`config.mk`:
```
export PLATFORM = sky130hd
export DESIGN_NAME = kpl_panel
export DESIGN_NICKNAME = d
export VERILOG_FILES = /design/src/kpl_pkg.sv /design/src/kpl_panel.sv
export SDC_FILE = /design/constraint.sdc
export NUM_CORES = 1
export LEC_CHECK = 0
export ABC_AREA = 1
export BUFFER_PORTS_ARGS = -buffer_cell sky130_fd_sc_hd__buf_2
export CAP_MARGIN = 20
export CORE_MARGIN = 5
export CORE_UTILIZATION = 55
export CTS_BUF_LIST = sky130_fd_sc_hd__clkbuf_2
export DETAILED_ROUTE_END_ITERATION = 8
export GPL_ROUTABILITY_DRIVEN = 0
export PLACE_DENSITY = 0.74
export SYNTH_ARGS = -nofsm -noshare
export SYNTH_HDL_FRONTEND = slang
export SYNTH_SLANG_ARGS = --single-unit
```
`constraint.sdc`:
```
create_clock -name sys_clk_i -period 36.3 [get_ports sys_clk_i]
set_input_delay 1.815 -clock sys_clk_i [delete_from_list [all_inputs] [get_ports sys_clk_i]]
set_output_delay 1.815 -clock sys_clk_i [all_outputs]
set_load 0.02 [all_outputs]
```
`src/kpl_pkg.sv`:
```
// Constants and carrier types for the keypad parameter entry block.
// Assumes one 100 MHz clock and a synchronous active-low reset.
package kpl_pkg;
    // ------------------------------------------------------------------
    // Widths and value limits (values in hundredths)
    // ------------------------------------------------------------------
    localparam int VAL_W = 22;
    localparam logic signed [21:0] LIMIT_MAX = 22'sd9999;
    localparam logic signed [21:0] LIMIT_MIN = -22'sd9999;
    localparam logic signed [21:0] ZO_MIN = 22'sd5000;
    localparam logic signed [21:0] ZO_MAX = 22'sd60000;
    localparam logic signed [21:0] CH_ONE = 22'sd100;
    localparam logic signed [21:0] CH_TWO = 22'sd200;
    localparam logic signed [21:0] CH_DIFF = 22'sd300;
    localparam logic signed [21:0] DBV_SHIFT = 22'sd6000;
    localparam logic [2:0] MAX_DIGITS = 3'h4;
    localparam logic [1:0] RANGE_TOP = 2'h3;

    // ------------------------------------------------------------------
    // Key codes
    // ------------------------------------------------------------------
    localparam logic [4:0] KEY_DIGIT_MAX = 5'h09;
    localparam logic [4:0] KEY_POINT = 5'h0a;
    localparam logic [4:0] KEY_SIGN_TOGGLE = 5'h0b;
    localparam logic [4:0] KEY_ERASE_ENTRY = 5'h0c;
    localparam logic [4:0] KEY_LOW_THRESHOLD = 5'h0d;
    localparam logic [4:0] KEY_HIGH_THRESHOLD = 5'h0e;
    localparam logic [4:0] KEY_IMPEDANCE_CHOICE = 5'h0f;
    localparam logic [4:0] KEY_CHANNEL_CHOICE = 5'h10;
    localparam logic [4:0] KEY_REFERENCE_OFFSET = 5'h11;
    localparam logic [4:0] KEY_LINEAR_VOLTS = 5'h12;
    localparam logic [4:0] KEY_LOG_MILLIVOLT = 5'h13;
    localparam logic [4:0] KEY_LOG_VOLT = 5'h14;
    localparam logic [4:0] KEY_LOG_POWER = 5'h15;
    localparam logic [4:0] KEY_RANGE_AUTO = 5'h16;
    localparam logic [4:0] KEY_RANGE_HOLD = 5'h17;

    // ------------------------------------------------------------------
    // Modes, display kinds, error codes
    // ------------------------------------------------------------------
    localparam logic [1:0] LINEAR_VOLTS_MODE_KEY = 2'h0;
    localparam logic [1:0] LOG_MILLIVOLT_MODE_KEY = 2'h1;
    localparam logic [1:0] LOG_VOLT_MODE_KEY = 2'h2;
    localparam logic [1:0] MODE_DBM = 2'h3;
    localparam logic [2:0] VIEW_MV = 3'h0;
    localparam logic [2:0] VIEW_DB = 3'h1;
    localparam logic [2:0] VIEW_ENTRY = 3'h2;
    localparam logic [2:0] VIEW_RECALL = 3'h3;
    localparam logic [2:0] VIEW_ERROR = 3'h4;
    localparam logic [2:0] VIEW_DIFF = 3'h5;
    localparam logic [2:0] ERR_SMALL = 3'h1;
    localparam logic [2:0] ERR_LARGE = 3'h2;

    // ------------------------------------------------------------------
    // Register port offsets and reset values
    // ------------------------------------------------------------------
    localparam logic [3:0] OFS_STATUS = 4'h0;
    localparam logic [3:0] OFS_CTRL = 4'h4;
    localparam logic [3:0] OFS_RANGE = 4'h8;
    localparam logic [31:0] CTRL_RESET = 32'h0000_0001;

    typedef enum logic [3:0] {
        ST_MEAS = 4'b0001,
        ST_ENTRY = 4'b0010,
        ST_RECALL = 4'b0100,
        ST_ERROR = 4'b1000
    } kpl_state_type;

    typedef struct packed {
        logic valid;
        logic [4:0] code;
    } kpl_key_type;

    typedef struct packed {
        logic [2:0] kind;
        logic signed [21:0] value;
    } kpl_view_type;
endpackage

```
`src/kpl_panel.sv`:
```
// Keypad entry, parameter store, mode, range and limit alarm logic.
// Assumes keys arrive as one-cycle pulses and levels are pre-digitised.
//
// Overview of operation
// - Parameters survive power cycling unchanged
// - Parameters stored and applied per channel
// - Function keys recall last entered value
// - Numeric key suspends measurement, starts entry
// - Digits shift in right, four maximum
// - Point goes after rightmost digit
// - Sign key toggles entry sign
// - Erase key discards partial entry
// - Function key commits entry, resumes measuring
// - Four display modes: mV, three dB
// - Nonzero reference lights lamp in dBm mode outside difference, offsets dBm
// - dB values in hundredths of dB
// - Auto range steps to best range
// - Range hold freezes present range
// - Per-channel limits drive lamp and output
// - Linear mode compares using last dB mode
// - Difference mode checks both channels
// - Limits accepted within plus/minus 99.99
// - Error codes one small, two large
// - Impedance accepted from 50 to 600
// - Difference shows channel 1 minus 2
//
// The plain strobed port and the placing of the registers were decided locally.
`timescale 1ns/1ns
module kpl_panel
    import kpl_pkg::*;
(
    input wire logic sys_clk_i,
    input wire logic rst_b_i,
    input wire kpl_key_type key_i,
    input wire logic [15:0] level_mv_ch1_i,
    input wire logic [15:0] level_mv_ch2_i,
    input wire logic signed [15:0] level_dbmv_ch1_i,
    input wire logic signed [15:0] level_dbmv_ch2_i,
    input wire logic signed [15:0] level_dbm_ch1_i,
    input wire logic signed [15:0] level_dbm_ch2_i,
    input wire logic range_up_i,
    input wire logic range_down_i,
    input wire logic [3:0] reg_addr_i,
    input wire logic [31:0] reg_wdata_i,
    input wire logic reg_write_i,
    input wire logic reg_read_i,
    output logic [31:0] reg_rdata_o,
    output kpl_view_type view_o,
    output logic [15:0] entry_digits_o,
    output logic [2:0] entry_frac_o,
    output logic entry_point_o,
    output logic entry_neg_o,
    output logic [1:0] channel_o,
    output logic [21:0] impedance_o,
    output logic [1:0] range_o,
    output logic threshold_alarm_lamp_o,
    output logic alarm_output_connector_o,
    output logic relative_level_lamp_o
);
    // ------------------------------------------------------------------
    // Non-volatile parameter store
    // ------------------------------------------------------------------
    // Never touched by reset: models retained memory contents.
    logic signed [21:0] lo_lim [2] = '{-22'sd9999, -22'sd9999};
    logic signed [21:0] hi_lim [2] = '{22'sd9999, 22'sd9999};
    logic signed [21:0] ref_lvl [2] = '{22'sd0, 22'sd0};
    logic signed [21:0] zo_val [2] = '{22'sd5000, 22'sd5000};
    logic [1:0] mode [2] = '{MODE_DBM, MODE_DBM};
    logic [1:0] last_db [2] = '{MODE_DBM, MODE_DBM};
    logic [1:0] chan = 2'h1;
    logic hold = 1'b0;

    kpl_state_type state;
    logic [15:0] digits;
    logic [2:0] cnt;
    logic [2:0] frac;
    logic point;
    logic neg;
    logic [2:0] err_code;
    logic [4:0] recall_key;
    logic [31:0] ctrl;

    // ------------------------------------------------------------------
    // Key decode and entry value
    // ------------------------------------------------------------------
    wire is_digit = key_i.valid && key_i.code <= KEY_DIGIT_MAX;
    wire is_point = key_i.valid && key_i.code == KEY_POINT;
    wire is_sign = key_i.valid && key_i.code == KEY_SIGN_TOGGLE;
    wire is_erase = key_i.valid && key_i.code == KEY_ERASE_ENTRY;
    wire is_func = key_i.valid && key_i.code >= KEY_LOW_THRESHOLD
        && key_i.code <= KEY_REFERENCE_OFFSET;
    wire is_mode = key_i.valid && key_i.code >= KEY_LINEAR_VOLTS
        && key_i.code <= KEY_LOG_POWER;
    wire in_entry = state == ST_ENTRY;
    wire [1:0] key_mode = 2'(key_i.code - KEY_LINEAR_VOLTS);
    wire idx = chan == 2'h2;
    wire [13:0] ent_int = {10'h000, digits[15:12]} * 14'd1000
        + {10'h000, digits[11:8]} * 14'd100
        + {10'h000, digits[7:4]} * 14'd10 + {10'h000, digits[3:0]};
    wire [23:0] ent_ext = {10'h000, ent_int};
    logic [23:0] ent_mag;
    always_comb begin
        case (point ? frac : 3'h0)
            3'h0: ent_mag = ent_ext * 24'd100;
            3'h1: ent_mag = ent_ext * 24'd10;
            3'h2: ent_mag = ent_ext;
            3'h3: ent_mag = ent_ext / 24'd10;
            default: ent_mag = ent_ext / 24'd100;
        endcase
    end
    wire signed [21:0] ent_val = neg ? -$signed(ent_mag[21:0])
        : $signed(ent_mag[21:0]);

    // ------------------------------------------------------------------
    // Commit range check
    // ------------------------------------------------------------------
    wire code_zo = key_i.code == KEY_IMPEDANCE_CHOICE;
    wire code_ch = key_i.code == KEY_CHANNEL_CHOICE;
    wire signed [21:0] lo_bound = code_zo ? ZO_MIN
        : code_ch ? CH_ONE : LIMIT_MIN;
    wire signed [21:0] hi_bound = code_zo ? ZO_MAX
        : code_ch ? CH_DIFF : LIMIT_MAX;
    wire ch_bad = code_ch && ent_val != CH_ONE && ent_val != CH_TWO
        && ent_val != CH_DIFF;
    wire too_small = ent_val < lo_bound || (ch_bad && ent_val < CH_TWO);
    wire too_large = !too_small && (ent_val > hi_bound || ch_bad);
    wire commit = in_entry && is_func;
    wire commit_ok = commit && !too_small && !too_large;

    // ------------------------------------------------------------------
    // Entry register
    // ------------------------------------------------------------------
    wire start = !in_entry && (is_digit || is_point || is_sign || is_erase);
    always_ff @(posedge sys_clk_i) begin
        if (!rst_b_i || is_erase) begin
            digits <= 16'h0000;
            cnt <= 3'h0;
            frac <= 3'h0;
            point <= 1'b0;
            neg <= 1'b0;
        end else if (start) begin
            digits <= is_digit ? {12'h000, key_i.code[3:0]} : 16'h0000;
            cnt <= is_digit ? 3'h1 : 3'h0;
            frac <= 3'h0;
            point <= is_point;
            neg <= is_sign;
        end else if (in_entry && is_digit && cnt < MAX_DIGITS) begin
            digits <= {digits[11:0], key_i.code[3:0]};
            cnt <= cnt + 3'h1;
            frac <= point ? frac + 3'h1 : frac;
        end else if (in_entry && is_point && !point) begin
            point <= 1'b1;
        end else if (in_entry && is_sign) begin
            neg <= !neg;
        end
    end

    // ------------------------------------------------------------------
    // Entry state machine
    // ------------------------------------------------------------------
    kpl_state_type next_state;
    always_comb begin
        next_state = state;
        case (state)
            ST_MEAS:
                if (start) next_state = ST_ENTRY;
                else if (is_func) next_state = ST_RECALL;
            ST_ENTRY:
                if (commit_ok) next_state = ST_MEAS;
                else if (commit) next_state = ST_ERROR;
            ST_RECALL:
                if (start) next_state = ST_ENTRY;
                else if (key_i.valid && !is_func) next_state = ST_MEAS;
            ST_ERROR:
                if (key_i.valid) next_state = ST_MEAS;
            default: next_state = ST_MEAS;
        endcase
    end
    always_ff @(posedge sys_clk_i) begin
        if (!rst_b_i) begin
            state <= ST_MEAS;
            err_code <= 3'h0;
            recall_key <= KEY_LOW_THRESHOLD;
        end else begin
            state <= next_state;
            if (commit && !commit_ok) begin
                err_code <= too_small ? ERR_SMALL : ERR_LARGE;
            end
            if (is_func) begin
                recall_key <= key_i.code;
            end
        end
    end

    // ------------------------------------------------------------------
    // Parameter commit, mode and range keys
    // ------------------------------------------------------------------
    // Difference mode edits land on channel 1's set.
    always_ff @(posedge sys_clk_i) begin
        if (commit_ok) begin
            case (key_i.code)
                KEY_LOW_THRESHOLD: lo_lim[idx] <= ent_val;
                KEY_HIGH_THRESHOLD: hi_lim[idx] <= ent_val;
                KEY_IMPEDANCE_CHOICE: zo_val[idx] <= ent_val;
                KEY_REFERENCE_OFFSET: ref_lvl[idx] <= ent_val;
                default: chan <= 2'(ent_val / CH_ONE);
            endcase
        end
        if (is_mode && chan != 2'h3) begin
            mode[idx] <= key_mode;
            if (key_mode != LINEAR_VOLTS_MODE_KEY) begin
                last_db[idx] <= key_mode;
            end
        end
        if (key_i.valid && key_i.code == KEY_RANGE_AUTO) begin
            hold <= 1'b0;
        end else if (key_i.valid && key_i.code == KEY_RANGE_HOLD) begin
            hold <= 1'b1;
        end
    end
    always_ff @(posedge sys_clk_i) begin
        if (!rst_b_i) begin
            range_o <= 2'h0;
        end else if (!hold && range_up_i && range_o < RANGE_TOP) begin
            range_o <= range_o + 2'h1;
        end else if (!hold && range_down_i && range_o != 2'h0) begin
            range_o <= range_o - 2'h1;
        end
    end

    // ------------------------------------------------------------------
    // Displayed levels and limit compare
    // ------------------------------------------------------------------
    wire signed [21:0] dbmv [2] = '{22'(level_dbmv_ch1_i),
        22'(level_dbmv_ch2_i)};
    wire signed [21:0] dbm [2] = '{22'(level_dbm_ch1_i),
        22'(level_dbm_ch2_i)};
    logic signed [21:0] db_lvl [2];
    logic [1:0] over;
    for (genvar c = 0; c < 2; c++) begin : g_chan
        wire [1:0] eff = mode[c] == LINEAR_VOLTS_MODE_KEY ? last_db[c] : mode[c];
        always_comb begin
            case (eff)
                LOG_MILLIVOLT_MODE_KEY: db_lvl[c] = dbmv[c];
                LOG_VOLT_MODE_KEY: db_lvl[c] = dbmv[c] - DBV_SHIFT;
                default: db_lvl[c] = dbm[c] - ref_lvl[c];
            endcase
        end
        assign over[c] = db_lvl[c] > hi_lim[c]
            || db_lvl[c] < lo_lim[c];
    end
    wire signed [21:0] diff = db_lvl[0] - db_lvl[1];
    wire is_diff = chan == 2'h3;
    wire alarm_en = ctrl[0];
    wire next_alarm = alarm_en && (is_diff ? |over
        : over[idx]);
    wire next_lamp = !is_diff && mode[idx] == MODE_DBM
        && ref_lvl[idx] != 22'sd0;
    // Five recallable keys: a 2-bit index would fold reference onto low
    wire [2:0] rk = 3'(recall_key - KEY_LOW_THRESHOLD);
    wire signed [21:0] recall_val = rk == 3'h0 ? lo_lim[idx]
        : rk == 3'h1 ? hi_lim[idx] : rk == 3'h2 ? zo_val[idx]
        : recall_key == KEY_CHANNEL_CHOICE ? 22'(chan) * CH_ONE
        : ref_lvl[idx];
    wire [15:0] mv_sel = idx ? level_mv_ch2_i : level_mv_ch1_i;
    kpl_view_type next_view;
    always_comb begin
        next_view.kind = VIEW_DB;
        next_view.value = db_lvl[idx];
        case (state)
            ST_ENTRY: begin
                next_view.kind = VIEW_ENTRY;
                next_view.value = ent_val;
            end
            ST_RECALL: begin
                next_view.kind = VIEW_RECALL;
                next_view.value = recall_val;
            end
            ST_ERROR: begin
                next_view.kind = VIEW_ERROR;
                next_view.value = 22'(err_code);
            end
            default: begin
                if (is_diff) begin
                    next_view.kind = VIEW_DIFF;
                    next_view.value = diff;
                end else if (mode[idx] == LINEAR_VOLTS_MODE_KEY) begin
                    next_view.kind = VIEW_MV;
                    next_view.value = 22'({1'b0, mv_sel});
                end
            end
        endcase
    end

    // ------------------------------------------------------------------
    // Register port
    // ------------------------------------------------------------------
    wire [31:0] status_word = {16'h0000, 1'b0, err_code, state,
        hold, range_o, chan, next_alarm, next_lamp, 1'b0};
    wire [31:0] rd_mux = reg_addr_i == OFS_STATUS ? status_word
        : reg_addr_i == OFS_CTRL ? ctrl
        : reg_addr_i == OFS_RANGE ? {30'h0, range_o} : 32'h0;
    always_ff @(posedge sys_clk_i) begin
        if (!rst_b_i) begin
            ctrl <= CTRL_RESET;
            reg_rdata_o <= 32'h0;
        end else begin
            if (reg_write_i && reg_addr_i == OFS_CTRL) begin
                ctrl <= {31'h0, reg_wdata_i[0]};
            end
            reg_rdata_o <= reg_read_i ? rd_mux : 32'h0;
        end
    end

    // ------------------------------------------------------------------
    // Output registers
    // ------------------------------------------------------------------
    always_ff @(posedge sys_clk_i) begin
        if (!rst_b_i) begin
            view_o <= '0;
            threshold_alarm_lamp_o <= 1'b0;
            alarm_output_connector_o <= 1'b0;
            relative_level_lamp_o <= 1'b0;
            channel_o <= 2'h1;
            impedance_o <= 22'h0;
            entry_digits_o <= 16'h0;
            entry_frac_o <= 3'h0;
            entry_point_o <= 1'b0;
            entry_neg_o <= 1'b0;
        end else begin
            view_o <= next_view;
            threshold_alarm_lamp_o <= next_alarm;
            alarm_output_connector_o <= next_alarm;
            relative_level_lamp_o <= next_lamp;
            channel_o <= chan;
            impedance_o <= zo_val[idx];
            entry_digits_o <= digits;
            entry_frac_o <= frac;
            entry_point_o <= point;
            entry_neg_o <= neg;
        end
    end
endmodule

```
==> summary.md <==
| Metric | Value |
|---|---|
| Status | `finished, final reports clean` |
| Hold path startpoint | `cnt[2]$_SDFFE_PP0P_` |
| Clock Sinks | `roughly 310` |
| Clk root buf | `clkbuf_2` |
| CTS buffer count | `73` |
| Unrepaired setup endpoints after global routing | `false` |
| CTS H-tree depth | `3` |
| Worst hold path class | `register to register` |
| Die height | `approximately 260 µm` |
| Pwr Total | `785.5 µW` |
| GRT Resource Usage Total | `0.2755` |
| Cts hold-fix bufs | `0` |
| Number of global-route vias before repair | `between 30k and 40k` |
| Share of the synthesized area in the top cell type | `0.1632` |
| Final Hold Vio Count | `0` |
| DRC viols | `0` |
| Cells after synthesis | `about 4.8k` |
| Setup crit end kind | `register` |
| Slew Limit Fails | `0` |
| Pwr Density | `21.32 nW/µm²` |
| Synth cell types | `between 80 and 90` |
| Tmin final | `32970 ps` |
| Antenna violations before repair | `1` |
| Core Area | `~62000 µm²` |
| Syn Std Cell Area | `34220 µm²` |
| Pin count of the biggest net entering global routing | `between 80 and 90` |
| Share of cells above drive strength 1 | `0.1585` |
| Clock Path Buffers | `3` |
| Combinational Power Share | `0.220` |
| Crit path buffers/inverters | `30` |
| EDFF count, synth | `approximately 190` |
| Internal | `roughly 530 µW` |
| Post-Synth XOR/XNOR Area | `0.03042` |
| # setup viols final | `0` |
| Clock group share of total power | `0.295` |
| Detail Route Antenna Nets | `0` |
| Post-synthesis sequential area ratio | `0.2363` |
| DIE AREA | `67310 µm²` |
| Adder-cell share of the synthesized area | `0.1572` |
| # IOs | `between 200 and 300` |
| Die Width | `between 200 and 300 µm` |
| Net Sw Power | `about 260 µW` |
| Detailed placement HPWL | `76730 µm` |
| CP max FO | `17` |
| Sum Neg Setup Slack | `0 ps` |
| R2R Path End | `chan[1]$_DFFE_PP_` |
| Startpoint types | `register` |
| Total gr overflow | `0` |
| Slew @ Worst Pin | `about 1000 ps` |
| Slowest cell on crit path | `fa_1` |
| #FFs+latches synth | `between 300 and 400` |
| Routed WL | `between 90000 and 100000 µm` |
| Asr flop ratio synth | `0` |
| Number of synthesis warnings | `0` |
| FMAX | `around 30 MHz` |
| Multiplexer share of the synthesized area | `0.008482` |
| CP dominant cell by count | `nand2_1` |
| Port bufs | `around 200` |
| Mean Syn Cell Area | `approximately 7.1 µm²` |
| CP max stage delay | `630 ps` |
| Reg power frac | `0.484` |
| Main combinational cell family by area after synthesis | `simple AND/OR/NAND/NOR gates` |
| Max IR drop VDD | `approximately 0.017 mV` |
| Synthesis-to-finish area growth | `7.656%` |
| R2R cell count | `225` |
| Slew HR | `0.3290` |
| Worst-skew pair later-pin latency | `between 900 and 1000 ps` |
| Leak pwr | `just over 20 nW` |
| Synth area leaders | `edfxtp_1 (16%), ha_1 (14%), nand2_1 (11%)` |
| Layout Skew | `~79 ps` |
| Worst r2r src | `digits[14]$_SDFFE_PP0P_` |
| Cell family with most CP delay | `simple AND/OR/NAND/NOR gates` |
| Sw frac | `0.3314` |
| Initial Util | `0.5545` |
| Worst Path Arrival | `between 30000 and 40000 ps` |
| CTS tree | `done` |
| Global-route wire length before repair | `between 150000 and 200000 µm` |
| Worst Hold Depth | `2` |
| Yosys top cell by area | `edfxtp_1` |
| Commonest register cell after synthesis | `edfxtp_1` |
| FP Rows | `91` |
| Drt wl/cell | `between 15 and 20 µm` |
| Simple-gate share of the synthesized area | `0.3243` |
| Drt pass-1 iters | `8` |
| Worst EP required | `about 37000 ps` |
| Reg2Reg Setup Slack | `between 3000 and 4000 ps` |
| Compound-Gate Fraction of Synth Area | `0.1328` |
| Vias | `between 30k and 40k` |
| Via/cell ratio | `5.500` |
| 1st-iter DRT viols | `around 2.7k` |
| Fill cells | `approximately 5.8k` |
| Setup CP Type | `register to register` |
| Worst Hold Path EP | `cnt[2]$_SDFFE_PP0P_` |
| Clock transition at path regs | `around 110 ps` |
| Nets | `5608` |
| Max-cap violations | `0` |
| Tcrit/Tclk final | `0.9083` |
-- power groups by stage --
stage	logic [mW]	registers, mW	clock network [mW]
2_1_floorplan	0.118	0.393	0
3_3_place_gp	0.166	0.388	0
3_5_place_dp	0.169	0.388	0
4_1_cts	0.170	0.380	0.236
5_1_grt	0.193	0.381	0.253
6_report	0.173	0.380	0.232
-- stage by stage --
| stage | utilization | cell area, µm² | hold slack, ps | setup WS, ps | instances |
|---|---|---|---|---|---|
| 6_report | 0.5970 | 36840 | 480.7 | 3328 | 5942 |
| 5_1_grt | 0.5970 | 36840 | 472.4 | 22.71 | 5942 |
| 4_1_cts | 0.5948 | 36710 | 466.2 | 2074 | 5933 |
| 3_5_place_dp | 0.5841 | 36050 | 462.3 | 2203 | 5806 |
| 3_3_place_gp | 0.5841 | 36050 | 455.6 | 2803 | 5806 |
| 2_1_floorplan | - | 34290 | 418.8 | 8027 | 4844 |
-- area by class of cell --
cell class,count,area [µm²],area share
diodes,1,2.502,0.00006792
clock buffers,100,500.5,0.01358
clock inverters,27,161.4,0.004381
inverters,830,3169,0.08602
multi-input cells,3595,22560,0.6124
flip-flops and latches,311,8088,0.2195
well taps,837,1047,0.02843
repair buffers,241,1310,0.03556
-- registers in the layout (all words and copies together), names as in the netlist, 3 cells and up --
signal	count
recall_key	5
zo_val	44
frac	3
state	4
entry_digits_o	16
view_o	25
last_db	4
impedance_o	22
hi_lim	44
entry_frac_o	3
reg_rdata_o	14
digits	16
lo_lim	44
ref_lvl	44
cnt	3
mode	4
-- worst max-delay path by stage --
| stage | cells past startpoint | slack (ps) | endpoint | from |
|---|---|---|---|---|
| 2_1_floorplan | 227 | 8030 | chan[1]$_DFFE_PP_ | digits[14]$_SDFFE_PP0P_ |
| 4_1_cts | 212 | 2070 | chan[1]$_DFFE_PP_ | digits[14]$_SDFFE_PP0P_ |
| 3_3_place_gp | 213 | 2800 | chan[1]$_DFFE_PP_ | digits[14]$_SDFFE_PP0P_ |
| 5_1_grt | 229 | 20 | chan[1]$_DFFE_PP_ | digits[14]$_SDFFE_PP0P_ |
| 3_5_place_dp | 212 | 2200 | chan[1]$_DFFE_PP_ | digits[14]$_SDFFE_PP0P_ |
| 6_report | 225 | 3330 | chan[1]$_DFFE_PP_ | digits[14]$_SDFFE_PP0P_ |
-- tightest hold or removal path: stages (launching register included) --
cell     delay, ps
dfxtp_1        330
nand2_1         60
a21oi_1         50
-- layer usage --
metal  wire [µm]  GRT usage
met2       44720     0.4759
met5           0          0
met4        3339    0.09306
met1       41220     0.3582
met3        7178    0.03395
-- synth_stat cells, drive strengths merged (6+ instances only) --
| master | number |
|---|---|
| buf | 34 |
| or2 | 13 |
| clkbuf | 73 |
| o22ai | 6 |
| xnor2 | 30 |
| nor3 | 51 |
| edfxtp | 186 |
| a21oi | 264 |
| nand3b | 13 |
| inv | 808 |
| o2111ai | 7 |
| o31ai | 14 |
| a31oi | 33 |
| a221oi | 6 |
| o21bai | 15 |
| clkinv | 21 |
| o221ai | 12 |
| o211ai | 62 |
| nand2 | 1210 |
| xor2 | 88 |
| dfxtp | 125 |
| o311ai | 15 |
| nor4 | 12 |
| mux2i | 29 |
| ha | 382 |
| a21o | 7 |
| o21a | 7 |
| nor2 | 452 |
| fa | 30 |
| a211oi | 11 |
| nand3 | 384 |
| nand4 | 101 |
| o21ai | 289 |
-- cell usage in the layout, fill, tap and decap left out, types with 19 or more instances in the layout --
master	netlist	routed
nand3_1	309	309
nand2_4	53	53
edfxtp_1	186	186
fa_1	30	30
a31oi_1	33	33
o21ai_1	21	26
nand4_1	88	88
nand3_2	60	59
conb_1	1	19
buf_2	0	201
nand2_1	1008	1007
buf_4	20	39
clkbuf_2	0	100
xor2_1	88	86
ha_1	382	381
nor2_2	38	44
nand2_2	147	147
o21ai_0	261	255
nor2_1	390	384
nor2_4	19	19
nor3_1	47	38
clkinv_1	16	33
dfxtp_1	125	125
a21oi_1	259	259
inv_2	34	40
xnor2_1	29	29
o211ai_1	61	61
mux2i_1	29	29
inv_1	769	766
-- timing repair --
action / 4_1_cts / 5_1_grt
buffers inserted: 0 / 5
endpoints found under the setup margin: 0 / 2
resized for setup: 0 / 18
-- kinds of logic after synthesis --
kind of cell,after synthesis
AO/OA/AOI/OAI,775
XOR/XNOR,118
adder cells (fa/ha/maj),412
buffers and inverters,938
flip-flops,311
multiplexers,29
other,1
AND/OR/NAND/NOR,2242
Power figures use the tool's default switching activity.
